[src/rtl/fbd_params.svh]
`ifndef FBD_PARAMS_SVH
`define FBD_PARAMS_SVH
`define FBD_WORD_W 14
`define FBD_FILE_W 7
`define FBD_BIT_W 3
`define FBD_LIT8_W 8
`define FBD_LIT11_W 11
`define FBD_DEST_POS 7
`define FBD_BITPOS_LSB 7
`define FBD_OSC_PER_CYCLE 4
`define FBD_PHASE_W 2
`define FBD_FILE_MAX 7'h7f
`define FBD_NOP_WORD 14'h0000
`define FBD_DBG_RSV_LO 11'h700
`endif

[src/rtl/fbd_pkg.sv]
`include "fbd_params.svh"
package fbd_pkg;
    typedef enum logic [1:0] {
        FBD_CLASS_BYTE,
        FBD_CLASS_BIT,
        FBD_CLASS_LIT,
        FBD_CLASS_JUMP
    } fbd_class_t;
    typedef enum logic [3:0] {
        FBD_OP_NONE,
        FBD_OP_BYTE_ALU,
        FBD_OP_MOVE_TO_FILE,
        FBD_OP_CLEAR,
        FBD_OP_BIT_CLEAR,
        FBD_OP_BIT_SET,
        FBD_OP_BIT_TEST_CLR,
        FBD_OP_BIT_TEST_SET,
        FBD_OP_SKIP_COUNT,
        FBD_OP_LITERAL,
        FBD_OP_RETURN,
        FBD_OP_CALL,
        FBD_OP_JUMP,
        FBD_OP_CONTROL,
        FBD_OP_LEGACY
    } fbd_kind_t;
endpackage

[src/rtl/fbd_phase_gen.sv]
`timescale 1ns/1ps
`include "fbd_params.svh"
module fbd_phase_gen (
    input wire logic core_clk_in,
    input wire logic rst_in,
    input wire logic clk_en_in,
    output logic [`FBD_PHASE_W-1:0] phase_out,
    output logic cycle_end_out
);
    import fbd_pkg::*;
    localparam logic [`FBD_PHASE_W-1:0] LAST = `FBD_PHASE_W'(`FBD_OSC_PER_CYCLE - 1);
    always_ff @(posedge core_clk_in) begin
        if (rst_in) begin
            phase_out <= '0;
        end else if (clk_en_in) begin
            phase_out <= (phase_out == LAST) ? '0 : phase_out + 1'b1;
        end
    end
    always_ff @(posedge core_clk_in) begin
        if (rst_in) begin
            cycle_end_out <= 1'b0;
        end else if (clk_en_in) begin
            cycle_end_out <= (phase_out == LAST - 1'b1);
        end
    end
endmodule

[src/rtl/fbd_field_split.sv]
`timescale 1ns/1ps
`include "fbd_params.svh"
module fbd_field_split (
    input wire logic [`FBD_WORD_W-1:0] word_in,
    output logic dest_out,
    output logic [`FBD_FILE_W-1:0] file_out,
    output logic [`FBD_BIT_W-1:0] bitpos_out,
    output logic [`FBD_LIT8_W-1:0] lit8_out,
    output logic [`FBD_LIT11_W-1:0] lit11_out
);
    import fbd_pkg::*;
    always_comb begin
        dest_out = word_in[`FBD_DEST_POS];
        file_out = word_in[`FBD_FILE_W-1:0];
        bitpos_out = word_in[`FBD_BITPOS_LSB +: `FBD_BIT_W];
        lit8_out = word_in[`FBD_LIT8_W-1:0];
        lit11_out = word_in[`FBD_LIT11_W-1:0];
    end
endmodule

[src/rtl/fbd_decoder.sv]
// Contract
// - Each instruction is a 14-bit word: opcode part plus operand parts.
// - Byte format: opcode 13:8, destination bit 7, file address 6:0.
// - Destination 0 writes accumulator, destination 1 writes the file register.
// - File address selects a register from 0x00 to 0x7f.
// - Bit format: opcode 13:10, bit position 9:7, file address 6:0.
// - Bit position picks one bit of the addressed 8-bit register.
// - Literal format: 8-bit immediate in bits 7:0, opcode above.
// - Call and jump: opcode 13:11, 11-bit target in bits 10:0.
// - Don't-care bits are ignored; either value decodes the same.
// - One instruction cycle is four oscillator periods.
// - Skips taken and counter changes take two cycles, second a no-op.
// - Every file-register instruction reads before it writes back.
// - Debug enable pin low enables debugger and claims clock and line pins.
`timescale 1ns/1ps
`include "fbd_params.svh"
module fbd_decoder (
    input wire logic core_clk_in,
    input wire logic rst_in,
    input wire logic clk_en_in,
    input wire logic [`FBD_WORD_W-1:0] instr_in,
    input wire logic skip_true_in,
    input wire logic debug_enable_pin_n_in,
    output logic [`FBD_PHASE_W-1:0] phase_out,
    output logic latch_out,
    output fbd_pkg::fbd_class_t class_out,
    output fbd_pkg::fbd_kind_t kind_out,
    output logic [5:0] opcode_out,
    output logic dest_file_out,
    output logic write_acc_out,
    output logic write_file_out,
    output logic read_file_out,
    output logic [`FBD_FILE_W-1:0] file_addr_out,
    output logic [`FBD_BIT_W-1:0] bit_pos_out,
    output logic [7:0] bit_mask_out,
    output logic [`FBD_LIT8_W-1:0] lit8_out,
    output logic [`FBD_LIT11_W-1:0] lit11_out,
    output logic flush_out,
    output logic debug_active_out,
    output logic debug_pins_claimed_out
);
    import fbd_pkg::*;

    typedef enum logic {
        FBD_ST_RUN,
        FBD_ST_FLUSH
    } fbd_state_t;

    logic [`FBD_PHASE_W-1:0] phase;
    logic cycle_end;
    logic f_dest;
    logic [`FBD_FILE_W-1:0] f_file;
    logic [`FBD_BIT_W-1:0] f_bit;
    logic [`FBD_LIT8_W-1:0] f_lit8;
    logic [`FBD_LIT11_W-1:0] f_lit11;
    fbd_class_t next_class;
    fbd_kind_t next_kind;
    logic next_dest_file;
    logic next_uses_file;
    logic next_two_cycle;
    logic next_cond;
    fbd_state_t state;
    fbd_state_t next_state;
    logic [`FBD_WORD_W-1:0] word;
    logic cur_cond;
    logic next_two_cycle_q;
    logic dbg_s1;
    logic dbg_s2;

    fbd_phase_gen u_phase (
        .core_clk_in(core_clk_in),
        .rst_in(rst_in),
        .clk_en_in(clk_en_in),
        .phase_out(phase),
        .cycle_end_out(cycle_end)
    );

    // Second cycle of a flushed instruction sees a no-op word
    assign word = (next_state == FBD_ST_FLUSH) ? `FBD_NOP_WORD : instr_in;

    fbd_field_split u_split (
        .word_in(word),
        .dest_out(f_dest),
        .file_out(f_file),
        .bitpos_out(f_bit),
        .lit8_out(f_lit8),
        .lit11_out(f_lit11)
    );

    function automatic logic [7:0] fbd_onehot(input logic [`FBD_BIT_W-1:0] pos);
        fbd_onehot = 8'h01 << pos;
    endfunction

    // Opcode bits of each format are compared except literal bits 9:8, plus bits 7:0 in the 00 0000 group, where all four NOP x values match
    always_comb begin
        next_class = FBD_CLASS_BYTE;
        next_kind = FBD_OP_NONE;
        next_dest_file = 1'b0;
        next_uses_file = 1'b0;
        next_two_cycle = 1'b0;
        next_cond = 1'b0;
        unique case (word[13:12])
            2'b00: begin
                next_class = FBD_CLASS_BYTE;
                if (word[11:8] == 4'h0 && !word[7]) begin
                    if (word[6:0] == 7'h00 || word[6:0] == 7'h20 || word[6:0] == 7'h40
                        || word[6:0] == 7'h60) begin
                        next_kind = FBD_OP_NONE;
                    end else if (word[6:0] == 7'h08 || word[6:0] == 7'h09) begin
                        next_kind = FBD_OP_RETURN;
                        next_two_cycle = 1'b1;
                    end else if (word[6:0] == 7'h62 || word[6:4] == 3'h0) begin
                        next_kind = FBD_OP_LEGACY;
                    end else begin
                        next_kind = FBD_OP_CONTROL;
                    end
                end else if (word[11:8] == 4'h0) begin
                    next_kind = FBD_OP_MOVE_TO_FILE;
                    next_dest_file = 1'b1;
                    next_uses_file = 1'b1;
                end else if (word[11:8] == 4'h1) begin
                    next_kind = FBD_OP_CLEAR;
                    next_dest_file = word[7];
                    next_uses_file = word[7];
                end else begin
                    next_kind = (word[11:8] == 4'hb || word[11:8] == 4'hf)
                        ? FBD_OP_SKIP_COUNT : FBD_OP_BYTE_ALU;
                    next_cond = (word[11:8] == 4'hb || word[11:8] == 4'hf);
                    next_dest_file = f_dest;
                    next_uses_file = 1'b1;
                end
            end
            2'b01: begin
                next_class = FBD_CLASS_BIT;
                next_uses_file = 1'b1;
                unique case (word[11:10])
                    2'b00: next_kind = FBD_OP_BIT_CLEAR;
                    2'b01: next_kind = FBD_OP_BIT_SET;
                    2'b10: next_kind = FBD_OP_BIT_TEST_CLR;
                    2'b11: next_kind = FBD_OP_BIT_TEST_SET;
                endcase
                next_dest_file = !word[11];
                next_cond = word[11];
            end
            2'b10: begin
                next_class = FBD_CLASS_JUMP;
                next_kind = word[11] ? FBD_OP_JUMP : FBD_OP_CALL;
                next_two_cycle = 1'b1;
            end
            2'b11: begin
                next_class = FBD_CLASS_LIT;
                next_kind = (word[11:10] == 2'b01) ? FBD_OP_RETURN : FBD_OP_LITERAL;
                next_two_cycle = (word[11:10] == 2'b01);
            end
        endcase
    end

    // A skip is only known once the datapath has tested the operand, late in the cycle
    always_comb begin
        next_state = state;
        if (cycle_end) begin
            next_state = FBD_ST_RUN;
        end
    end

    always_ff @(posedge core_clk_in) begin
        if (rst_in) begin
            state <= FBD_ST_RUN;
        end else if (clk_en_in && cycle_end) begin
            if (state == FBD_ST_FLUSH) begin
                state <= FBD_ST_RUN;
            end else if (next_two_cycle_q || (cur_cond && skip_true_in)) begin
                state <= FBD_ST_FLUSH;
            end
        end
    end

    always_ff @(posedge core_clk_in) begin
        if (rst_in) begin
            next_two_cycle_q <= 1'b0;
            cur_cond <= 1'b0;
        end else if (clk_en_in && phase == '0) begin
            next_two_cycle_q <= next_two_cycle && state == FBD_ST_RUN;
            cur_cond <= next_cond && state == FBD_ST_RUN;
        end
    end

    always_ff @(posedge core_clk_in) begin
        if (rst_in) begin
            latch_out <= 1'b0;
            class_out <= FBD_CLASS_BYTE;
            kind_out <= FBD_OP_NONE;
            opcode_out <= '0;
            dest_file_out <= 1'b0;
            write_acc_out <= 1'b0;
            write_file_out <= 1'b0;
            read_file_out <= 1'b0;
            file_addr_out <= '0;
            bit_pos_out <= '0;
            bit_mask_out <= '0;
            lit8_out <= '0;
            lit11_out <= '0;
            flush_out <= 1'b0;
        end else if (clk_en_in) begin
            latch_out <= (phase == '0);
            if (phase == '0) begin
                // Word, class and every field latch on one edge
                class_out <= next_class;
                kind_out <= next_kind;
                opcode_out <= word[13:8];
                dest_file_out <= next_dest_file;
                // Clearing the accumulator names no file but still lands there
                write_acc_out <= next_class == FBD_CLASS_BYTE && word[11:8] != 4'h0
                    && !next_dest_file;
                write_file_out <= next_uses_file && next_dest_file;
                read_file_out <= next_uses_file;
                file_addr_out <= f_file & `FBD_FILE_MAX;
                bit_pos_out <= f_bit;
                bit_mask_out <= fbd_onehot(f_bit);
                lit8_out <= f_lit8;
                lit11_out <= f_lit11;
                flush_out <= (state == FBD_ST_FLUSH);
            end
        end
    end

    // Strap pin is asynchronous to the core clock
    always_ff @(posedge core_clk_in) begin
        if (rst_in) begin
            dbg_s1 <= 1'b1;
            dbg_s2 <= 1'b1;
        end else if (clk_en_in) begin
            dbg_s1 <= debug_enable_pin_n_in;
            dbg_s2 <= dbg_s1;
        end
    end

    always_ff @(posedge core_clk_in) begin
        if (rst_in) begin
            debug_active_out <= 1'b0;
            debug_pins_claimed_out <= 1'b0;
        end else if (clk_en_in) begin
            debug_active_out <= !dbg_s2;
            debug_pins_claimed_out <= !dbg_s2;
        end
    end

    assign phase_out = phase;
endmodule

[config.mk]
export PLATFORM = sky130hd
export DESIGN_NAME = fbd_decoder
export DESIGN_NICKNAME = d
export VERILOG_FILES = /design/src/rtl/fbd_pkg.sv /design/src/rtl/fbd_phase_gen.sv /design/src/rtl/fbd_field_split.sv /design/src/rtl/fbd_decoder.sv
export VERILOG_INCLUDE_DIRS = /design/src /design/src/rtl
export SDC_FILE = /design/constraint.sdc
export NUM_CORES = 1
export LEC_CHECK = 0
export BUFFER_PORTS_ARGS = -buffer_cell sky130_fd_sc_hd__buf_2
export CORE_UTILIZATION = 35
export DETAILED_ROUTE_END_ITERATION = 6
export PLACE_DENSITY_LB_ADDON = 0.05
export REMOVE_ABC_BUFFERS = 1
export SYNTH_ARGS = -nofsm -noshare
export SYNTH_HDL_FRONTEND = slang
export SYNTH_HIERARCHICAL = 1
export SYNTH_SLANG_ARGS = --single-unit
[constraint.sdc]
create_clock -name core_clk_in -period 2.1 [get_ports core_clk_in]
set_clock_uncertainty 0.1 [all_clocks]
set_input_delay 0.105 -clock core_clk_in [delete_from_list [all_inputs] [get_ports core_clk_in]]
set_output_delay 0.105 -clock core_clk_in [all_outputs]
set_load 0.05 [all_outputs]
==> flow_metrics.env <==
export IMPL_drt_iter0_markers=106
export IMPL_grt_pass1_wl_um=12200
export IMPL_detail_route_antenna_nets=0
export IMPL_worstSetupEndpointType="flop"
export IMPL_ys_ff_latch=63
export IMPL_critical_path_arrival_ps=2100
export IMPL_dp_slack_ps=141
export IMPL_rsz0062_at_grt="false"
export IMPL_wl_per_cell_um=14.0
export IMPL_startpoint_type="primary input"
export IMPL_irDropWorstVdd_v=0.000442
export IMPL_setup_viol=0
export IMPL_final_cell_mix="nand2_1, buf_2, dfxtp_1"
export IMPL_status="finished clean"
export IMPL_final_area_um2=3520
export IMPL_cpLargestDelayFamily="compound AO/OA/AOI/OAI gates"
export IMPL_synth_largest_area_cell="dfxtp_1"
export IMPL_worstPathCellList="dlygate4sd3_1 -> buf_2 -> or3_4 -> a2111oi_4 -> nand3_1 -> a311oi_1"
export IMPL_cts_tree="built"
export IMPL_crit_required_ps=2250
export IMPL_netlist_area_um2=3020
export IMPL_drive_above_1_share_pct=26.9
export IMPL_cap_violations=0
export IMPL_final_common_cell="nand2_1"
export IMPL_route_met3_wl_um=380
export IMPL_netlist_instances=382
export IMPL_die_area_um2=9010
export IMPL_cts_max_level=3
export IMPL_ios=78
export IMPL_grt_start_max_net_pins=34
export IMPL_placed_area_um2=3280
export IMPL_power_density_nw_per_um2=859
export IMPL_drc=0
export IMPL_min_path_type="in -> reg"
export IMPL_top_layer_used="met4"
export IMPL_finalCritPeriodShare_pct=93.0
export IMPL_antenna_cells=0
export IMPL_fillers=871
export IMPL_vias_per_cell=4.96
export IMPL_async_flop_share_pct=0
export IMPL_dieWidth_um=94.9
export IMPL_start_util_pct=36.4
export IMPL_finalWorstSetupSlack_ps=146
export IMPL_timing_fmax_mhz=512
export IMPL_areaGrowthSynthToFinish_pct=16.5
export IMPL_syn_avg_cell_area_um2=7.91
export IMPL_path_clk_slew_ps=80
export IMPL_ys_types=47
export IMPL_clk_latency_ps=340
export IMPL_cp_num_buf_inv=2
export IMPL_grt_pass1_vias=2433
export IMPL_post_cts_buffers=0
export IMPL_synth_area_top_cells="dfxtp_1, nand2_1, a21oi_1"
export IMPL_synth_edf_count=0
export IMPL_core_area_um2=8300
export IMPL_via_count=2658
export IMPL_drt_met1_wl_um=3660
export IMPL_routed_wl_um=7490
export IMPL_final_nets=452
export IMPL_fin_crit_ps=1950
export IMPL_power_uw=3020
export IMPL_std_cell_rows=33
export IMPL_worst_pin_slew_ps=443
export IMPL_port_buffers=77
export IMPL_slew_violations=0
export IMPL_hold_viol=0
export IMPL_routed_wl_met2_um=3290
export IMPL_synth_top_area_share_pct=41.7
export IMPL_hpwl_um=5160
export IMPL_die_h_um=94.9
export IMPL_track_usage_pct=17.8
export IMPL_cts_buffers=9
export IMPL_cpPeakStageDelay_ps=530
export IMPL_antenna_found_initial=0
export IMPL_synth_main_ff_cell="dfxtp_1"
export IMPL_numClockSinks=63
export IMPL_grt_ovfl_total=0
export IMPL_leakagePower_uw=0.00153
export IMPL_crit_slowest_cell="dlygate4sd3_1"
export IMPL_critPathMaxFanout=9
export IMPL_crit_type="in -> reg"
export IMPL_gp_congestion=0.828
export IMPL_ys_warn_count=6
export IMPL_yosysSeqAreaShare_pct=41.7
export IMPL_first_pass_iters=4
export IMPL_cts_root_buf="clkbuf_8"
export IMPL_fin_hold_ws_ps=55.1
export IMPL_clockBufferDepth=2
export IMPL_slew_headroom_pct=70.5
[worst register-to-register path, cell delays in order (launching register included)]
cell and delay [ps]:
dfxtp_1 330, nand2b_1 200, nand2_1 160, ha_1 190
inv_1 90, a2111oi_4 370, nand3_1 120, a311oi_1 300
[final timing paths]
kind | start | endpoint | slack (ps) | cells after the start
setup reg to reg | u_phase/cycle_end_out | kind_out[0] | 150 | 7
setup / recovery | instr_in[11] | kind_out[0] | 150 | 6
hold reg to reg | dbg_s2 | debug_pins_claimed_out | 330 | 1
hold / removal | instr_in[8] | write_acc_out | 60 | 3
[metrics by stage]
step                TNS (ps)  instances  util (%)
detailed placement         0        517      39.5
finish                     0        536      42.4
global route               0        536      42.4
global placement           0        517      39.5
floorplan             -98050        322         -
CTS                        0        536      42.3
[layout make-up]
class | count | area (µm²) | share of cell area, %
Tap cell | 105 | 131 | 3.73
Timing Repair Buffer | 93 | 513 | 14.6
Clock buffer | 9 | 124 | 3.52
Clock inverter | 7 | 72.6 | 2.06
Multi-Input combinational cell | 251 | 1390 | 39.4
Inverter | 8 | 30.0 | 0.853
Sequential cell | 63 | 1260 | 35.8
[layer usage]
metal	track usage (%)	vias to the layer above
met4	7.83	0
met1	23.6	1223
met5	0	-
li1	-	1357
met3	4.91	12
met2	26.7	66
[sequential cells by signal, summed over array words and instances, names as in the netlist, 2 cells and up]
name               flops
file_addr_out          7
bit_mask_out           8
lit11_out             11
lit8_out               8
class_out              2
opcode_out             5
kind_out               4
u_phase/phase_out      2
bit_pos_out            3
[Yosys cell counts, types with 2 or more instances]
| cell type | n |
|---|---|
| dfxtp_1 | 63 |
| nand2_1 | 87 |
| a311oi_1 | 5 |
| a211oi_1 | 5 |
| o211ai_1 | 2 |
| a31o_2 | 2 |
| buf_4 | 32 |
| inv_1 | 8 |
| nand3b_1 | 2 |
| buf_6 | 2 |
| nor3_1 | 5 |
| a21oi_1 | 54 |
| and3_1 | 2 |
| nor2_1 | 21 |
| o21ai_0 | 2 |
| o31ai_1 | 3 |
| clkbuf_1 | 24 |
| nand4_1 | 4 |
| a211o_1 | 2 |
| nand3_1 | 7 |
| ha_1 | 7 |
| nor4_1 | 4 |
| nor2b_1 | 3 |
| nand4b_1 | 2 |
| nand2b_1 | 3 |
| and2_1 | 10 |
[report_power, final]
| part | internal (µW) | switching (µW) |
|---|---|---|
| Sequential | 1270 | 40.3 |
| Clock | 549 | 510 |
| Combinational | 169 | 487 |
| Total | 1990 | 1040 |
[cell families after synthesis]
kind of cell | share of synthesized area (%)
muxes | 1.08
buffers and inverters | 13.0
and+or+nand+nor | 23.8
adders and majority gates | 2.90
AOI/OAI and AO/OA | 17.5
DFF | 41.7
[timing repair]
item	in CTS	in global routing
hold buffers	3	0
gates resized for setup	0	5
endpoints found under the hold margin	3	0
endpoints found under the setup margin	0	4
Power figures use the tool's default switching activity.
